File: config.mk
export PLATFORM = sky130hd
export DESIGN_NAME = clock_switch_failsafe_monitor
export DESIGN_NICKNAME = d
export VERILOG_FILES = /design/src/design/clk_switch_pkg.sv /design/src/design/sync_edge.sv /design/src/design/clock_switch_failsafe_monitor.sv
export SDC_FILE = /design/constraint.sdc
export NUM_CORES = 1
export LEC_CHECK = 0
export ABC_AREA = 1
export ABC_CLOCK_PERIOD_IN_PS = 4850
export BUFFER_PORTS_ARGS = -buffer_cell sky130_fd_sc_hd__buf_2
export CORE_MARGIN = 4
export CORE_UTILIZATION = 40
export DETAILED_ROUTE_END_ITERATION = 7
export GPL_TIMING_DRIVEN = 0
export PLACE_DENSITY = 0.64
export SLEW_MARGIN = 20
export SYNTH_ARGS = -nofsm -noshare
export SYNTH_HDL_FRONTEND = slang
export SYNTH_SLANG_ARGS = --single-unit
File: constraint.sdc
create_clock -name i_core_clk -period 4.85 [get_ports i_core_clk]
set_clock_uncertainty 0.15 [all_clocks]
set_input_delay 0.485 -clock i_core_clk [delete_from_list [all_inputs] [get_ports i_core_clk]]
set_output_delay 0.485 -clock i_core_clk [all_outputs]
set_load 0.05 [all_outputs]
File: src/design/clk_switch_pkg.sv
// Constants, encodings and state types shared by the clock switch design.
package clk_switch_pkg;

	// ****************************************************************
	// Clock source codes and control register field positions
	// ****************************************************************
	localparam logic [2:0] OSC_FRC = 3'h0;
	localparam logic [2:0] OSC_FRC_PLL = 3'h1;
	localparam logic [2:0] OSC_PRI = 3'h2;
	localparam logic [2:0] OSC_PRI_PLL = 3'h3;
	localparam logic [2:0] OSC_LP = 3'h4;
	localparam logic [2:0] OSC_LOW_POWER_RC_OSC = 3'h5;
	localparam int unsigned CUR_LSB = 12;
	localparam int unsigned NEW_LSB = 8;
	localparam int unsigned LOCK_BIT = 5;
	localparam int unsigned CF_BIT = 3;
	localparam int unsigned KEEPON_BIT = 1;
	localparam int unsigned GO_BIT = 0;

	// ****************************************************************
	// Primary submodes, source enable indices, timing and sync lanes
	// ****************************************************************
	localparam logic [1:0] SUB_EC = 2'h0;
	localparam logic [1:0] SUB_XT = 2'h1;
	localparam logic [1:0] SUB_HS = 2'h2;
	localparam logic [1:0] SRC_PRI = 2'h0;
	localparam logic [1:0] SRC_LP = 2'h1;
	localparam logic [1:0] SRC_FRC = 2'h2;
	localparam logic [1:0] SRC_LOW_POWER_RC_OSC = 2'h3;
	localparam logic [3:0] SETTLE_CYCLES = 4'ha;
	localparam int unsigned SYNC_OST = 0;
	localparam int unsigned SYNC_LOCK = 1;
	localparam int unsigned SYNC_NEWCLK = 2;
	localparam int unsigned SYNC_FAIL = 3;
	localparam int unsigned SYNC_W = 4;

	// ****************************************************************
	// Switch sequencer state
	// ****************************************************************
	typedef enum logic [1:0] {ST_IDLE, ST_WAIT_READY, ST_SETTLE} sw_state_e;

	typedef struct packed {
		sw_state_e state;
		logic [2:0] cur;
		logic [2:0] new_osc_sel;
		logic go;
		logic lock;
		logic cf;
		logic keepon;
		logic armed;
		logic [1:0] submode;
		logic [3:0] settle_cnt;
		logic [3:0] src_en;
		logic pll_en;
		logic trap;
		logic busy;
	} sw_s;

endpackage

File: src/design/sync_edge.sv
// Two-stage synchroniser with registered level and rising-edge outputs.
`timescale 1ns/1ps
module sync_edge #(
	parameter int unsigned W = 4
) (
	// Clock and reset.
	input wire logic i_core_clk,
	input wire logic i_srst,
	// Asynchronous inputs.
	input wire logic [W-1:0] i_async,
	// Synchronised outputs.
	output logic [W-1:0] o_level,
	output logic [W-1:0] o_rise
);

	typedef struct packed {
		logic [W-1:0] meta;
		logic [W-1:0] sync;
		logic [W-1:0] dly;
		logic [W-1:0] rise;
	} sync_s;

	sync_s s;
	sync_s next_s;

	// The first stage feeds only the second; edges are taken later.
	always_comb
	begin
		next_s.meta = i_async;
		next_s.sync = s.meta;
		next_s.dly = s.sync;
		next_s.rise = s.sync & ~s.dly;
	end

	// State register.
	always_ff @(posedge i_core_clk)
	begin
		if (i_srst)
			s <= '0;
		else
			s <= next_s;
	end

	assign o_level = s.sync;
	assign o_rise = s.rise;

endmodule

File: src/design/clock_switch_failsafe_monitor.sv
// Clock source switch sequencer with fail-safe clock monitor.
//
// Contract
// - Software may select any of six source codes.
// - Primary submode fixed by configuration only.
// - Switching and monitor enabled only when cfg low.
// - Disabled: new select still written but never acted on, current shows initial.
// - Disabled: switch_go ignored and reads zero.
// - Equal selects clear go, abort as redundant.
// - Valid switch start clears lock and fail flags.
// - Start source; wait startup timer and/or PLL lock.
// - Count ten new-clock cycles before handover.
// - Success clears go, copies new to current.
// - Stop old source except kept RC/crystal.
// - Processor keeps running during a switch.
// - Monitor on: low-power RC runs except Sleep.
// - Clock failure raises trap, falls to fast RC.
// - Failure under PLL keeps fallback through PLL.
`timescale 1ns/1ps
module clock_switch_failsafe_monitor (
	// Clock and reset.
	input wire logic i_core_clk,
	input wire logic i_srst,
	// Configuration straps.
	input wire logic i_switch_monitor_cfg,
	input wire logic [2:0] i_initial_osc_cfg,
	input wire logic [1:0] i_primary_osc_submode_cfg,
	input wire logic i_wdt_en,
	input wire logic i_sleep,
	// Software access to the oscillator control register.
	input wire logic i_unlock,
	input wire logic i_wr_high,
	input wire logic i_wr_low,
	input wire logic [7:0] i_wdata,
	output logic [15:0] o_osc_control_reg,
	// Oscillator status, asynchronous.
	input wire logic i_ost_done,
	input wire logic i_pll_lock,
	input wire logic i_new_clk,
	input wire logic i_clk_fail,
	// Oscillator control.
	output logic [3:0] o_src_en,
	output logic o_pll_en,
	output logic [2:0] o_sys_clk_sel,
	output logic [1:0] o_primary_submode,
	output logic o_switch_busy,
	output logic o_clk_fail_trap
);

	// ****************************************************************
	// Helper functions on source codes
	// ****************************************************************
	function automatic logic [1:0] src_of(input logic [2:0] code);
		logic [1:0] r;
		r = clk_switch_pkg::SRC_FRC;
		if (code == clk_switch_pkg::OSC_PRI || code == clk_switch_pkg::OSC_PRI_PLL)
			r = clk_switch_pkg::SRC_PRI;
		else if (code == clk_switch_pkg::OSC_LP)
			r = clk_switch_pkg::SRC_LP;
		else if (code == clk_switch_pkg::OSC_LOW_POWER_RC_OSC)
			r = clk_switch_pkg::SRC_LOW_POWER_RC_OSC;
		return r;
	endfunction

	function automatic logic uses_pll(input logic [2:0] code);
		return code == clk_switch_pkg::OSC_FRC_PLL || code == clk_switch_pkg::OSC_PRI_PLL;
	endfunction

	function automatic logic needs_ost(input logic [2:0] code, input logic [1:0] sub);
		return code == clk_switch_pkg::OSC_LP
			|| (src_of(code) == clk_switch_pkg::SRC_PRI && sub != clk_switch_pkg::SUB_EC);
	endfunction

	// ****************************************************************
	// Input synchronisation
	// ****************************************************************
	logic [clk_switch_pkg::SYNC_W-1:0] sync_in;
	logic [clk_switch_pkg::SYNC_W-1:0] lvl;
	logic [clk_switch_pkg::SYNC_W-1:0] rise;

	assign sync_in = {i_clk_fail, i_new_clk, i_pll_lock, i_ost_done};

	// Status pins come from other clock domains.
	sync_edge #(
		.W(clk_switch_pkg::SYNC_W)
	) u_sync (
		.i_core_clk(i_core_clk),
		.i_srst(i_srst),
		.i_async(sync_in),
		.o_level(lvl),
		.o_rise(rise)
	);

	// ****************************************************************
	// Sequencer
	// ****************************************************************
	clk_switch_pkg::sw_s s;
	clk_switch_pkg::sw_s next_s;
	clk_switch_pkg::sw_s reset_s;
	logic fsm_on;
	logic fail_ev;
	logic ready;
	logic [1:0] old_src;

	assign fsm_on = ~i_switch_monitor_cfg;
	assign fail_ev = fsm_on & rise[clk_switch_pkg::SYNC_FAIL];
	assign old_src = src_of(s.cur);
	assign ready = (!needs_ost(s.new_osc_sel, s.submode) || lvl[clk_switch_pkg::SYNC_OST])
		&& (!uses_pll(s.new_osc_sel) || lvl[clk_switch_pkg::SYNC_LOCK]);

	// Reset image: the initial source runs, submode is caught from its strap.
	always_comb
	begin
		reset_s = '0;
		reset_s.state = clk_switch_pkg::ST_IDLE;
		reset_s.cur = i_initial_osc_cfg;
		reset_s.new_osc_sel = i_initial_osc_cfg;
		reset_s.submode = i_primary_osc_submode_cfg;
		reset_s.src_en[src_of(i_initial_osc_cfg)] = 1'b1;
		reset_s.pll_en = uses_pll(i_initial_osc_cfg);
	end

	// Next-state logic for writes, switch sequence and fail-safe fallback.
	always_comb
	begin
		next_s = s;
		next_s.trap = 1'b0;
		next_s.lock = lvl[clk_switch_pkg::SYNC_LOCK] & s.pll_en;
		// Each write consumes the unlock; writes without it change nothing.
		if (i_unlock)
			next_s.armed = 1'b1;
		if (i_wr_high || i_wr_low)
			next_s.armed = 1'b0;
		if (s.armed && i_wr_high && !s.busy)
			next_s.new_osc_sel = i_wdata[2:0];
		if (s.armed && i_wr_low)
		begin
			next_s.keepon = i_wdata[clk_switch_pkg::KEEPON_BIT];
			if (i_wdata[clk_switch_pkg::GO_BIT])
				next_s.go = 1'b1;
		end
		if (!fsm_on)
			next_s.go = 1'b0;
		case (s.state)
			clk_switch_pkg::ST_IDLE:
			begin
				if (s.go && s.new_osc_sel == s.cur)
					next_s.go = 1'b0;
				else if (s.go)
				begin
					next_s.lock = 1'b0;
					next_s.cf = 1'b0;
					next_s.src_en[src_of(s.new_osc_sel)] = 1'b1;
					next_s.pll_en = s.pll_en | uses_pll(s.new_osc_sel);
					next_s.busy = 1'b1;
					next_s.state = clk_switch_pkg::ST_WAIT_READY;
				end
			end
			clk_switch_pkg::ST_WAIT_READY:
			begin
				if (ready)
				begin
					next_s.settle_cnt = '0;
					next_s.state = clk_switch_pkg::ST_SETTLE;
				end
			end
			clk_switch_pkg::ST_SETTLE:
			begin
				if (rise[clk_switch_pkg::SYNC_NEWCLK])
				begin
					if (s.settle_cnt == clk_switch_pkg::SETTLE_CYCLES - 4'h1)
					begin
						next_s.cur = s.new_osc_sel;
						next_s.go = 1'b0;
						next_s.busy = 1'b0;
						next_s.pll_en = uses_pll(s.new_osc_sel);
						next_s.state = clk_switch_pkg::ST_IDLE;
						// Old source stops unless it is still wanted.
						if (old_src != src_of(s.new_osc_sel)
							&& !(old_src == clk_switch_pkg::SRC_LOW_POWER_RC_OSC && (i_wdt_en || fsm_on))
							&& !(old_src == clk_switch_pkg::SRC_LP && s.keepon))
							next_s.src_en[old_src] = 1'b0;
					end
					else
						next_s.settle_cnt = s.settle_cnt + 4'h1;
				end
			end
			default:
				next_s.state = clk_switch_pkg::ST_IDLE;
		endcase
		// A failure overrides any switch in flight.
		if (fail_ev)
		begin
			next_s.cur = uses_pll(s.cur) ? clk_switch_pkg::OSC_FRC_PLL
				: clk_switch_pkg::OSC_FRC;
			next_s.pll_en = uses_pll(s.cur);
			next_s.src_en[clk_switch_pkg::SRC_FRC] = 1'b1;
			next_s.cf = 1'b1;
			next_s.trap = 1'b1;
			next_s.go = 1'b0;
			next_s.busy = 1'b0;
			next_s.state = clk_switch_pkg::ST_IDLE;
		end
		if (fsm_on && !i_sleep)
			next_s.src_en[clk_switch_pkg::SRC_LOW_POWER_RC_OSC] = 1'b1;
	end

	// State register.
	always_ff @(posedge i_core_clk)
	begin
		if (i_srst)
			s <= reset_s;
		else
			s <= next_s;
	end

	// Outputs are fields of the state register.
	assign o_osc_control_reg = {1'b0, s.cur, 1'b0, s.new_osc_sel, 2'h0, s.lock, 1'b0, s.cf,
		1'b0, s.keepon, s.go};
	assign o_src_en = s.src_en;
	assign o_pll_en = s.pll_en;
	assign o_sys_clk_sel = s.cur;
	assign o_primary_submode = s.submode;
	assign o_switch_busy = s.busy;
	assign o_clk_fail_trap = s.trap;
endmodule

==> results by group, run 1 <==
Route
  – Vias per inst: 4.55
  – DRC Markers: 0
  – DR vias: 1693
  – Drt total wl: 4370 um
  – Routed wire length per instance: 11.7 um
  – DRT antenna net count: 0
  – Initial DRT Pass Iterations: 4
  – Detailed Route Iter0 Violations: 120

Clocking
  – Post-CTS setup buffers: 0
  – Max Root-Sink Buffers: 2
  – Post-cts resize count: 0
  – Num CTS Buffers: 5
  – Sink Count: 38
  – Root Buffer: clkbuf_8
  – Clk slew on worst S/H paths: 0.09 ns
  – CTS tree: yes
  – Htree depth: 2
  – CTS hold repair buffers: 0
  – Worst skew pair latency: 0.30 ns

Global route
  – Largest net degree at the start of global routing: 14
  – GRT Overall Usage: 0.146
  – Vias in the first global route: 1497
  – Grt ovf: 0
  – First-pass GRT wire length: 7030 um
  – Initial antenna violation count: 0

Worst setup path
  – R2r setup slk: 2.94 ns
  – Worst Path Required: 4.69 ns
  – Setup crit start kind: flop
  – Worst r2r path cells: 7
  – Arrival @ worst endpoint: 1.75 ns
  – Nature of the critical path endpoint: flop
  – Crit path max fanout: 5
  – RR Endpoint: o_sys_clk_sel[0]
  – R2r startpoint: s[7]
  – Crit Path Category: flop to flop

Timing
  – Final worst path period share: 0.393
  – Worst hold slack: 0.212 ns
  – Final-report hold violation count: 0
  – RSZ-0062 raised after global routing: false
  – TNS Setup: 0 ns
  – Worst setup margin: 2.94 ns
  – Finish-stage setup viols: 0
  – Max frequency: 0.525 GHz
  – Pins Over Slew Limit: 0
  – Min Tclk post-route: 1.91 ns

Floorplan
  – Die X: 79.2 um
  – Core Region: 0.00482 sq mm
  – Die area: 0.00627 sq mm
  – Site Rows: 25
  – Initial core utilization: 0.421
  – Io pins: 53
  – Die H: 79.2 um

Layout
  – Final std cells w/o fill: 372
  – Final #Nets: 331
  – Cell area after layout: 0.00244 sq mm
  – Diode count: 0
  – Share of layout cells above drive strength 1: 0.328
  – Most common cell after layout, fill and taps aside: buf_2
  – Synthesis-to-finish area growth: 20.4%
  – Fin util: 0.506
  – Most frequent cells in the layout: buf_2 (42), nand2_1 (40), inv_1 (36)

Pwr
  – Pleak: 1.19 nW
  – Pwr dens: 325 mW/mm^2
  – Power Total: 0.793 mW
  – Peak supply drop: 0.000154 V

Min path
  – Hold Path Depth: 2
  – Hold Path Class: primary input to flop
  – End of the worst hold path: s[13]
  – Hold Crit Start: i_wr_high

Synthesis
  – Area contributors post-synth: dfxtp_1 (25%), edfxtp_1 (19%), buf_4 (9.3%)
  – Async set-or-reset flop fraction in the synthesized netlist: 0
  – Top-area cell type share of the netlist area: 0.247
  – Synth cell types: 37
  – Area leader, netlist: dfxtp_1
  – Synth Cell Area: 0.00203 sq mm
  – Mapped Cells: 251
  – Post-synthesis register bit count: 38
  – Primary FF master, synth: dfxtp_1
  – Post-synth EDFFs: 13
  – Mean Syn Cell Area: 8.07 sq um
  – Sequential share of the synthesized area: 0.440
  – Ys Warns: 0

Placement
  – Gpl congestion: 0.860
  – Post-DP HPWL: 3330 um
  – Setup WS pre-CTS: 2.96 ns
  – I/O Buffers: 41
  – Area after DPL: 0.00233 sq mm
  – Placed Instances: 364

Status
  – Status: complete, no violations

Job
  – Max_cap viols: 0
critical path, cell delays in order (launching register included):
cell,delay (ns)
dfxtp_1,0.41
ha_1,0.17
nand2_1,0.05
o21ai_1,0.23
nand2_1,0.11
inv_2,0.08
nand3_2,0.14
o21ai_1,0.28
where the power goes:
| part | internal, mW | switching [mW] | total [mW] | leakage (nW) |
|---|---|---|---|---|
| registers | 0.350 | 0.0145 | 0.364 | 0.333 |
| clock network | 0.133 | 0.123 | 0.256 | 0.0572 |
| logic | 0.0570 | 0.116 | 0.173 | 0.798 |
| total | 0.540 | 0.253 | 0.793 | 1.19 |
worst max-delay path by stage:
stage | end | depth (start not counted) | slack (ns) | start
6_report | o_sys_clk_sel[0] | 7 | 2.94 | s[7]
5_1_grt | o_sys_clk_sel[1] | 7 | 2.73 | s[7]
4_1_cts | o_sys_clk_sel[2] | 7 | 2.95 | s[7]
3_5_place_dp | o_sys_clk_sel[1] | 7 | 2.96 | s[7]
3_3_place_gp | o_sys_clk_sel[0] | 7 | 2.96 | s[7]
2_1_floorplan | o_sys_clk_sel[0] | 7 | 3.14 | s[7]
cells in the mapped netlist (3+ instances only):
master    number
nand2_1       40
inv_1         36
buf_4         25
dfxtp_1       25
nor2_1        24
edfxtp_1      13
nand3_1       13
a21oi_1        9
o21ai_0        8
inv_2          6
nand2_2        6
nand4_1        6
xnor2_1        5
nor3_1         3
o22ai_1        3
cells by family after synthesis:
group | Yosys count | synth area share
xor gates and xnor gates | 5 | 0.0216
buffers and inverters | 71 | 0.187
other | 1 | 0.00185
DFF | 38 | 0.440
adders and majority gates | 2 | 0.0124
AOI/OAI and AO/OA | 33 | 0.100
and+or+nand+nor | 101 | 0.237
cell type report:
| type | count | area, sq um |
|---|---|---|
| tap | 67 | 83.8 |
| multi-input combinational | 147 | 774 |
| clock inverter | 2 | 12.5 |
| clock buffer | 6 | 93.8 |
| inverter | 42 | 158 |
| fill | 465 | 2380 |
| sequential | 38 | 891 |
| buffer | 29 | 221 |
| timing repair buffer | 41 | 205 |
metal layers:
| layer | share of wire | wire (um) | GRT usage | up-vias |
|---|---|---|---|---|
| met1 | 0.46 | 2010 | 0.195 | 735 |
| met4 | 0.014 | 61 | 0.0464 | 0 |
| li1 | - | - | - | 885 |
| met3 | 0.073 | 321 | 0.0385 | 5 |
| met2 | 0.45 | 1980 | 0.229 | 68 |
| met5 | 0 | 0 | 0 | - |
No activity file was read; power rests on OpenSTA's default activity.
==> run 2, diff against run 1 <==
--- a/config.mk
+++ b/config.mk
@@ -6,7 +6,7 @@
 export NUM_CORES = 1
 export LEC_CHECK = 0
 export ABC_AREA = 1
-export ABC_CLOCK_PERIOD_IN_PS = 4850
+export ABC_CLOCK_PERIOD_IN_PS = 1770
 export BUFFER_PORTS_ARGS = -buffer_cell sky130_fd_sc_hd__buf_2
 export CORE_MARGIN = 4
 export CORE_UTILIZATION = 40
==> constraint.sdc (replaced) <==
create_clock -name i_core_clk -period 1.77 [get_ports i_core_clk]
set_clock_uncertainty 0.15 [all_clocks]
set_input_delay 0.177 -clock i_core_clk [delete_from_list [all_inputs] [get_ports i_core_clk]]
set_output_delay 0.177 -clock i_core_clk [all_outputs]
set_load 0.05 [all_outputs]
==> run 2 against run 1 <==
Count of clock-buffer cells in the layout unchanged; first-iteration DRC count up 1.7%; combinational power rose to 3.0 times the previous value; clock power rose to 2.7 times the previous value; flip-flop and latch count unchanged; die area unchanged; maximum frequency up 12%; sequential power rose to 2.7 times the previous value; sequential share of layout area down 2.3 points; global-route usage up 0.55 points; non-clock buffer count up 15; largest power group unchanged; highest routed layer unchanged.
==> results by group, run 2 (synthesis gave the netlist of run 1 again) <==
Route
  – DRC Markers: 0 (unchanged)
  – Detailed Route Iter0 Violations: 122 (+1.7%)
  – Initial DRT Pass Iterations: 4 (unchanged)
  – DRT antenna net count: 0 (unchanged)
  – Drt total wl: 4510 um (+3.3%)
  – DR vias: 1754 (+3.6%)
  – Vias per inst: 4.53 (-0.41%)
  – Routed wire length per instance: 11.7 um (-0.69%)

Layout
  – Share of layout cells above drive strength 1: 0.366 (+0.0378)
  – Final #Nets: 346 (+4.5%)
  – Most frequent cells in the layout: buf_2 (42), nand2_1 (38), inv_1 (36)
  – Most common cell after layout, fill and taps aside: buf_2
  – Cell area after layout: 0.00261 sq mm (+7.1%)
  – Diode count: 0 (unchanged)
  – Synthesis-to-finish area growth: 29.0%

Min path
  – End of the worst hold path: o_osc_control_reg[10]
  – Hold Crit Start: i_wdata[2]
  – Hold Path Class: primary input to flop
  – Hold Path Depth: 3 (+1)

Placement
  – Post-DP HPWL: 3330 um (unchanged)
  – Area after DPL: 0.00233 sq mm (unchanged)
  – Setup WS pre-CTS: -0.118 ns (-3.08 ns)
  – Gpl congestion: 0.860 (unchanged)
  – I/O Buffers: 41 (unchanged)

Global route
  – Vias in the first global route: 1593 (+6.4%)
  – Largest net degree at the start of global routing: 14 (unchanged)
  – Grt ovf: 0 (unchanged)
  – GRT Overall Usage: 0.151 (+0.00551)
  – First-pass GRT wire length: 7310 um (+4.0%)
  – Initial antenna violation count: 0 (unchanged)

Job
  – Max_cap viols: 0 (unchanged)

Pwr
  – Peak supply drop: 0.000425 V (+170%)
  – NetSw: 0.697 mW (+180%)
  – Sw frac: 0.316 (-0.00292)
  – Pleak: 1.27 nW (+7.0%)
  – Comb pwr share: 0.234 (+0.016)
  – Pwr dens: 844 mW/mm^2 (+160%)
  – Clk pwr share: 0.315 (-0.008)
  – Internal: 1.51 mW (+180%)
  – Reg power frac: 0.451 (-0.008)

Timing
  – Worst setup margin: 0.0689 ns (-2.88 ns)
  – Final-report hold violation count: 0 (unchanged)
  – Final worst path period share: 0.961 (+0.568)
  – Min Tclk post-route: 1.70 ns (-0.204 ns)
  – RSZ-0062 raised after global routing: true
  – Max frequency: 0.588 GHz (+12%)
  – Finish-stage setup viols: 0 (unchanged)
  – Pins Over Slew Limit: 0 (unchanged)

Worst setup path
  – Crit Path Category: flop to flop
  – Arrival @ worst endpoint: 1.57 ns (-0.18 ns)
  – Worst Path Required: 1.64 ns (-3.05 ns)
  – RR Endpoint: o_src_en[0]
  – Worst r2r path cells: 10 (+3)
  – Crit path max fanout: 4 (-1)
  – R2r startpoint: o_osc_control_reg[9]
  – R2r setup slk: 0.07 ns (-2.88 ns)
  – Setup crit start kind: flop
  – Nature of the critical path endpoint: flop

Clocking
  – CTS tree: yes
  – Max Root-Sink Buffers: 2 (unchanged)
  – Htree depth: 2 (unchanged)
  – Sink Count: 38 (unchanged)
  – Num CTS Buffers: 5 (unchanged)
  – Worst skew pair latency: 0.30 ns (about the same)
  – Root Buffer: clkbuf_8
  – Clk slew on worst S/H paths: 0.09 ns (about the same)

Floorplan
  – Die H: 79.2 um (unchanged)
  – Initial core utilization: 0.421 (unchanged)
  – Core Region: 0.00482 sq mm (unchanged)
  – Die X: 79.2 um (unchanged)
  – Site Rows: 25 (unchanged)
  – Io pins: 53 (unchanged)
  – Die area: 0.00627 sq mm (unchanged)

Status
  – Status: complete, no violations
run 2: cell types whose count changed in the layout (fill, tap and decap cells not counted), sizes merged:
cell | previous run | this run
buf | 69 | 76
dlygate4sd3 | 0 | 8
run 2: critical path: stages (launching register included):
cell      delay, ns
edfxtp_1       0.43
inv_2          0.08
nor2_2         0.14
inv_1          0.09
nand2_1        0.07
nand3_1        0.06
nand3_1        0.07
nand2_1        0.08
nand2_1        0.09
nand2_2        0.08
nand2_2        0.08
run 2: area by class of cell:
type | count | area, sq um
Buffer | 29 | 221
Clock buffer | 6 | 93.8
Clock inverter | 2 | 12.5
Fill cell | 452 | 2200
Inverter | 42 | 158
Multi-Input combinational cell | 147 | 812
Sequential cell | 38 | 895
Tap cell | 67 | 83.8
Timing Repair Buffer | 56 | 338
run 2: how the worst max path moves through the flow:
stage | start | endpoint | slack (ns) | depth (start not counted)
after CTS | o_sys_clk_sel[1] | o_src_en[0] | 0.02 | 9
final | o_osc_control_reg[9] | o_src_en[0] | 0.07 | 10
after global placement | s[7] | o_sys_clk_sel[0] | -0.12 | 7
after floorplan | s[7] | o_sys_clk_sel[0] | 0.06 | 7
after detailed placement | s[7] | o_sys_clk_sel[1] | -0.12 | 7
after global routing | s[7] | o_sys_clk_sel[1] | -0.008 | 7
run 2: power by group through the flow:
stage	logic, mW	registers, mW	clock network (mW)
after global placement	0.467	1.02	0
final	0.517	0.994	0.695
after detailed placement	0.470	1.02	0
after global routing	0.561	0.999	0.756
after CTS	0.496	0.995	0.714
after floorplan	0.365	1.02	0
run 2: per-stage QoR:
step	util	TNS (ns)	cells	power (mW)	hold WS, ns
global placement	0.484	-0.574	364	1.48	0.203
finish	0.543	0	387	2.21	0.0115
CTS	0.530	0	383	2.20	0.00525
floorplan	-	0	256	1.38	0.104
global route	0.543	-0.0342	387	2.32	0.0190
detailed placement	0.484	-0.536	364	1.49	0.205
run 2: layer usage:
metal | global-route usage | up-vias | wire [um]
li1 | - | 911 | -
met1 | 0.195 | 779 | 2090
met2 | 0.243 | 58 | 2110
met3 | 0.0408 | 6 | 259
met4 | 0.0533 | 0 | 57
met5 | 0 | - | 0
run 2: repair_timing:
item / in CTS / in global routing
setup endpoints to repair: 7 / 7
endpoints found under the hold margin: 7 / 0
hold buffers: 8 / 0
setup buffers: 3 / 4
cloned: 0 / 0
gates resized for setup: 3 / 8
pin swaps: 1 / 2
==> run 3, diff against run 2 <==
==> constraint.sdc (replaced) <==
create_clock -name i_core_clk -period 1.77 [get_ports i_core_clk]
set_clock_uncertainty 0.15 [all_clocks]
set_input_delay 0 -clock i_core_clk [delete_from_list [all_inputs] [get_ports i_core_clk]]
set_output_delay 0 -clock i_core_clk [all_outputs]
set_load 0.05 [all_outputs]
==> run 3 against run 2 <==
Critical endpoint is now o_osc_control_reg[10]; worst hold slack better by 0.23 ns; die area stayed put; critical path type is now primary input to flop; non-clock buffer count is 13 higher; core utilization is 2.8 points higher.
==> results by group, run 3 (synthesis gave the netlist of run 1 again) <==
Status
  – Status: complete, no violations

Layout
  – Share of layout cells above drive strength 1: 0.360 (-0.00526)
  – Final #Nets: 359 (+3.8%)
  – Most common cell after layout, fill and taps aside: buf_2
  – Synthesis-to-finish area growth: 35.7%
  – Final std cells w/o fill: 400 (+3.4%)
  – Most frequent cells in the layout: buf_2 (41), nand2_1 (37), inv_1 (36)
  – Filler cell count in the final layout: 441 (-2.4%)
  – Diode count: 0 (unchanged)

Worst setup path
  – R2r setup slk: 0.09 ns (+0.02 ns)
  – Slowest stage cell, crit path: dlygate4sd3_1
  – Critical Path End: o_osc_control_reg[10]
  – Arrival @ worst endpoint: 1.64 ns (+0.07 ns)
  – Critical Path Source: i_srst
  – Crit path max fanout: 10 (+6)
  – Sum of buffers and inverters on the critical path: 5 (+3)
  – RR Endpoint: o_src_en[0]
  – Worst Path Required: 1.67 ns (+0.03 ns)
  – CP Depth: 7 (-3)
  – R2r startpoint: o_sys_clk_sel[0]
  – Nature of the critical path endpoint: flop
  – Worst r2r path cells: 9 (-1)
  – Crit Path Category: primary input to flop
  – Setup crit start kind: primary input
  – Crit path cell chain: dlygate4sd3_1 -> buf_4 -> inv_1 -> clkbuf_8 -> nand2_1 -> nand2_1 -> dlygate4sd3_1
  – CP max stage delay: 0.57 ns (+0.14 ns)
  – CP top delay family: buffers and inverters

Timing
  – Worst hold slack: 0.243 ns (+0.231 ns)
  – Max frequency: 0.574 GHz (-2.4%)
  – Min Tclk post-route: 1.74 ns (+0.0412 ns)
  – Finish-stage setup viols: 0 (unchanged)
  – Final-report hold violation count: 0 (unchanged)
  – Final worst path period share: 0.984 (+0.0233)
  – RSZ-0062 raised after global routing: true
  – Pins Over Slew Limit: 0 (unchanged)
  – TNS Setup: 0 ns (unchanged)

Floorplan
  – Core Region: 0.00482 sq mm (unchanged)
  – Site Rows: 25 (unchanged)
  – Die H: 79.2 um (unchanged)
  – Initial core utilization: 0.421 (unchanged)
  – Die X: 79.2 um (unchanged)
  – Io pins: 53 (unchanged)
  – Die area: 0.00627 sq mm (unchanged)

Placement
  – Gpl congestion: 0.860 (unchanged)
  – Post-DP HPWL: 3330 um (unchanged)
  – Placed Instances: 364 (unchanged)
  – I/O Buffers: 41 (unchanged)

Pwr
  – Peak supply drop: 0.000433 V (+2.1%)
  – Pleak: 1.33 nW (+4.5%)
  – Power Total: 2.24 mW (+1.4%)
  – Pwr dens: 814 mW/mm^2 (-3.6%)

Route
  – Routed wire length per instance: 12.0 um (+2.5%)
  – Detailed Route Iter0 Violations: 145 (+19%)
  – Vias per inst: 4.56 (+0.67%)
  – DR vias: 1825 (+4.0%)
  – Initial DRT Pass Iterations: 4 (unchanged)
  – Drt total wl: 4780 um (+6.0%)
  – DRT antenna net count: 0 (unchanged)
  – DRC Markers: 0 (unchanged)

Global route
  – GRT Overall Usage: 0.159 (+0.00766)
  – First-pass GRT wire length: 7670 um (+4.9%)
  – Initial antenna violation count: 0 (unchanged)
  – Grt ovf: 0 (unchanged)
  – Largest net degree at the start of global routing: 14 (unchanged)
  – Vias in the first global route: 1684 (+5.7%)

Clocking
  – Root Buffer: clkbuf_8
  – Worst skew pair latency: 0.30 ns (about the same)
  – Max Root-Sink Buffers: 2 (unchanged)
  – CTS tree: yes
  – Clk slew on worst S/H paths: 0.09 ns (about the same)
  – Sink Count: 38 (unchanged)
  – Htree depth: 2 (unchanged)
  – Num CTS Buffers: 5 (unchanged)

Job
  – Max_cap viols: 0 (unchanged)

Min path
  – Hold Path Depth: 1 (-2)
  – Hold Path Class: flop to flop
-- run 3: stage by stage --
| stage | setup WS [ns] | area, sq um | utilization |
|---|---|---|---|
| floorplan | 0.0579 | 2040 | - |
| global placement | -0.118 | 2330 | 0.484 |
| detailed placement | -0.118 | 2330 | 0.484 |
| CTS | 0.0154 | 2680 | 0.556 |
| global route | -0.0192 | 2750 | 0.571 |
| finish | 0.0277 | 2750 | 0.571 |
-- run 3: worst min-delay path by stage --
stage,start,to
after floorplan,i_wr_low,s[13]
after global placement,i_primary_osc_submode_cfg[1],o_primary_submode[1]
after detailed placement,i_primary_osc_submode_cfg[0],o_primary_submode[0]
after CTS,u_sync.s[6],u_sync.o_rise[2]
after global routing,u_sync.s[6],u_sync.o_rise[2]
final,u_sync.s[6],u_sync.o_rise[2]
-- run 3: routing by layer --
| metal | global-route usage | part of all wire | up-vias |
|---|---|---|---|
| li1 | - | - | 936 |
| met1 | 0.204 | 0.44 | 802 |
| met2 | 0.258 | 0.47 | 79 |
| met3 | 0.0408 | 0.078 | 8 |
| met4 | 0.0550 | 0.015 | 0 |
| met5 | 0 | 0 | - |
-- run 3: report_power, final --
group	switching (mW)	internal, mW	total, mW
Combinational	0.340	0.206	0.547
Clock	0.331	0.365	0.696
Sequential	0.0354	0.959	0.994
Total	0.707	1.53	2.24
-- run 3: cell type report --
cell class | instances | area, sq um | share of cell area
Inverter | 42 | 158 | 0.0574
Clock inverter | 2 | 12.5 | 0.00455
Timing Repair Buffer | 69 | 468 | 0.170
Clock buffer | 6 | 93.8 | 0.0341
Multi-Input combinational cell | 147 | 817 | 0.297
Tap cell | 67 | 83.8 | 0.0305
Sequential cell | 38 | 895 | 0.325
Buffer | 29 | 221 | 0.0806
-- run 3: repair_timing --
action / 4_1_cts / 5_1_grt
endpoints found under the setup margin: 7 / 10
hold endpoints to repair: 21 / 0
gates cloned: 0 / 0
buffers inserted: 4 / 4
pin swaps: 1 / 2
resized for setup: 3 / 11
hold buffers: 20 / 0
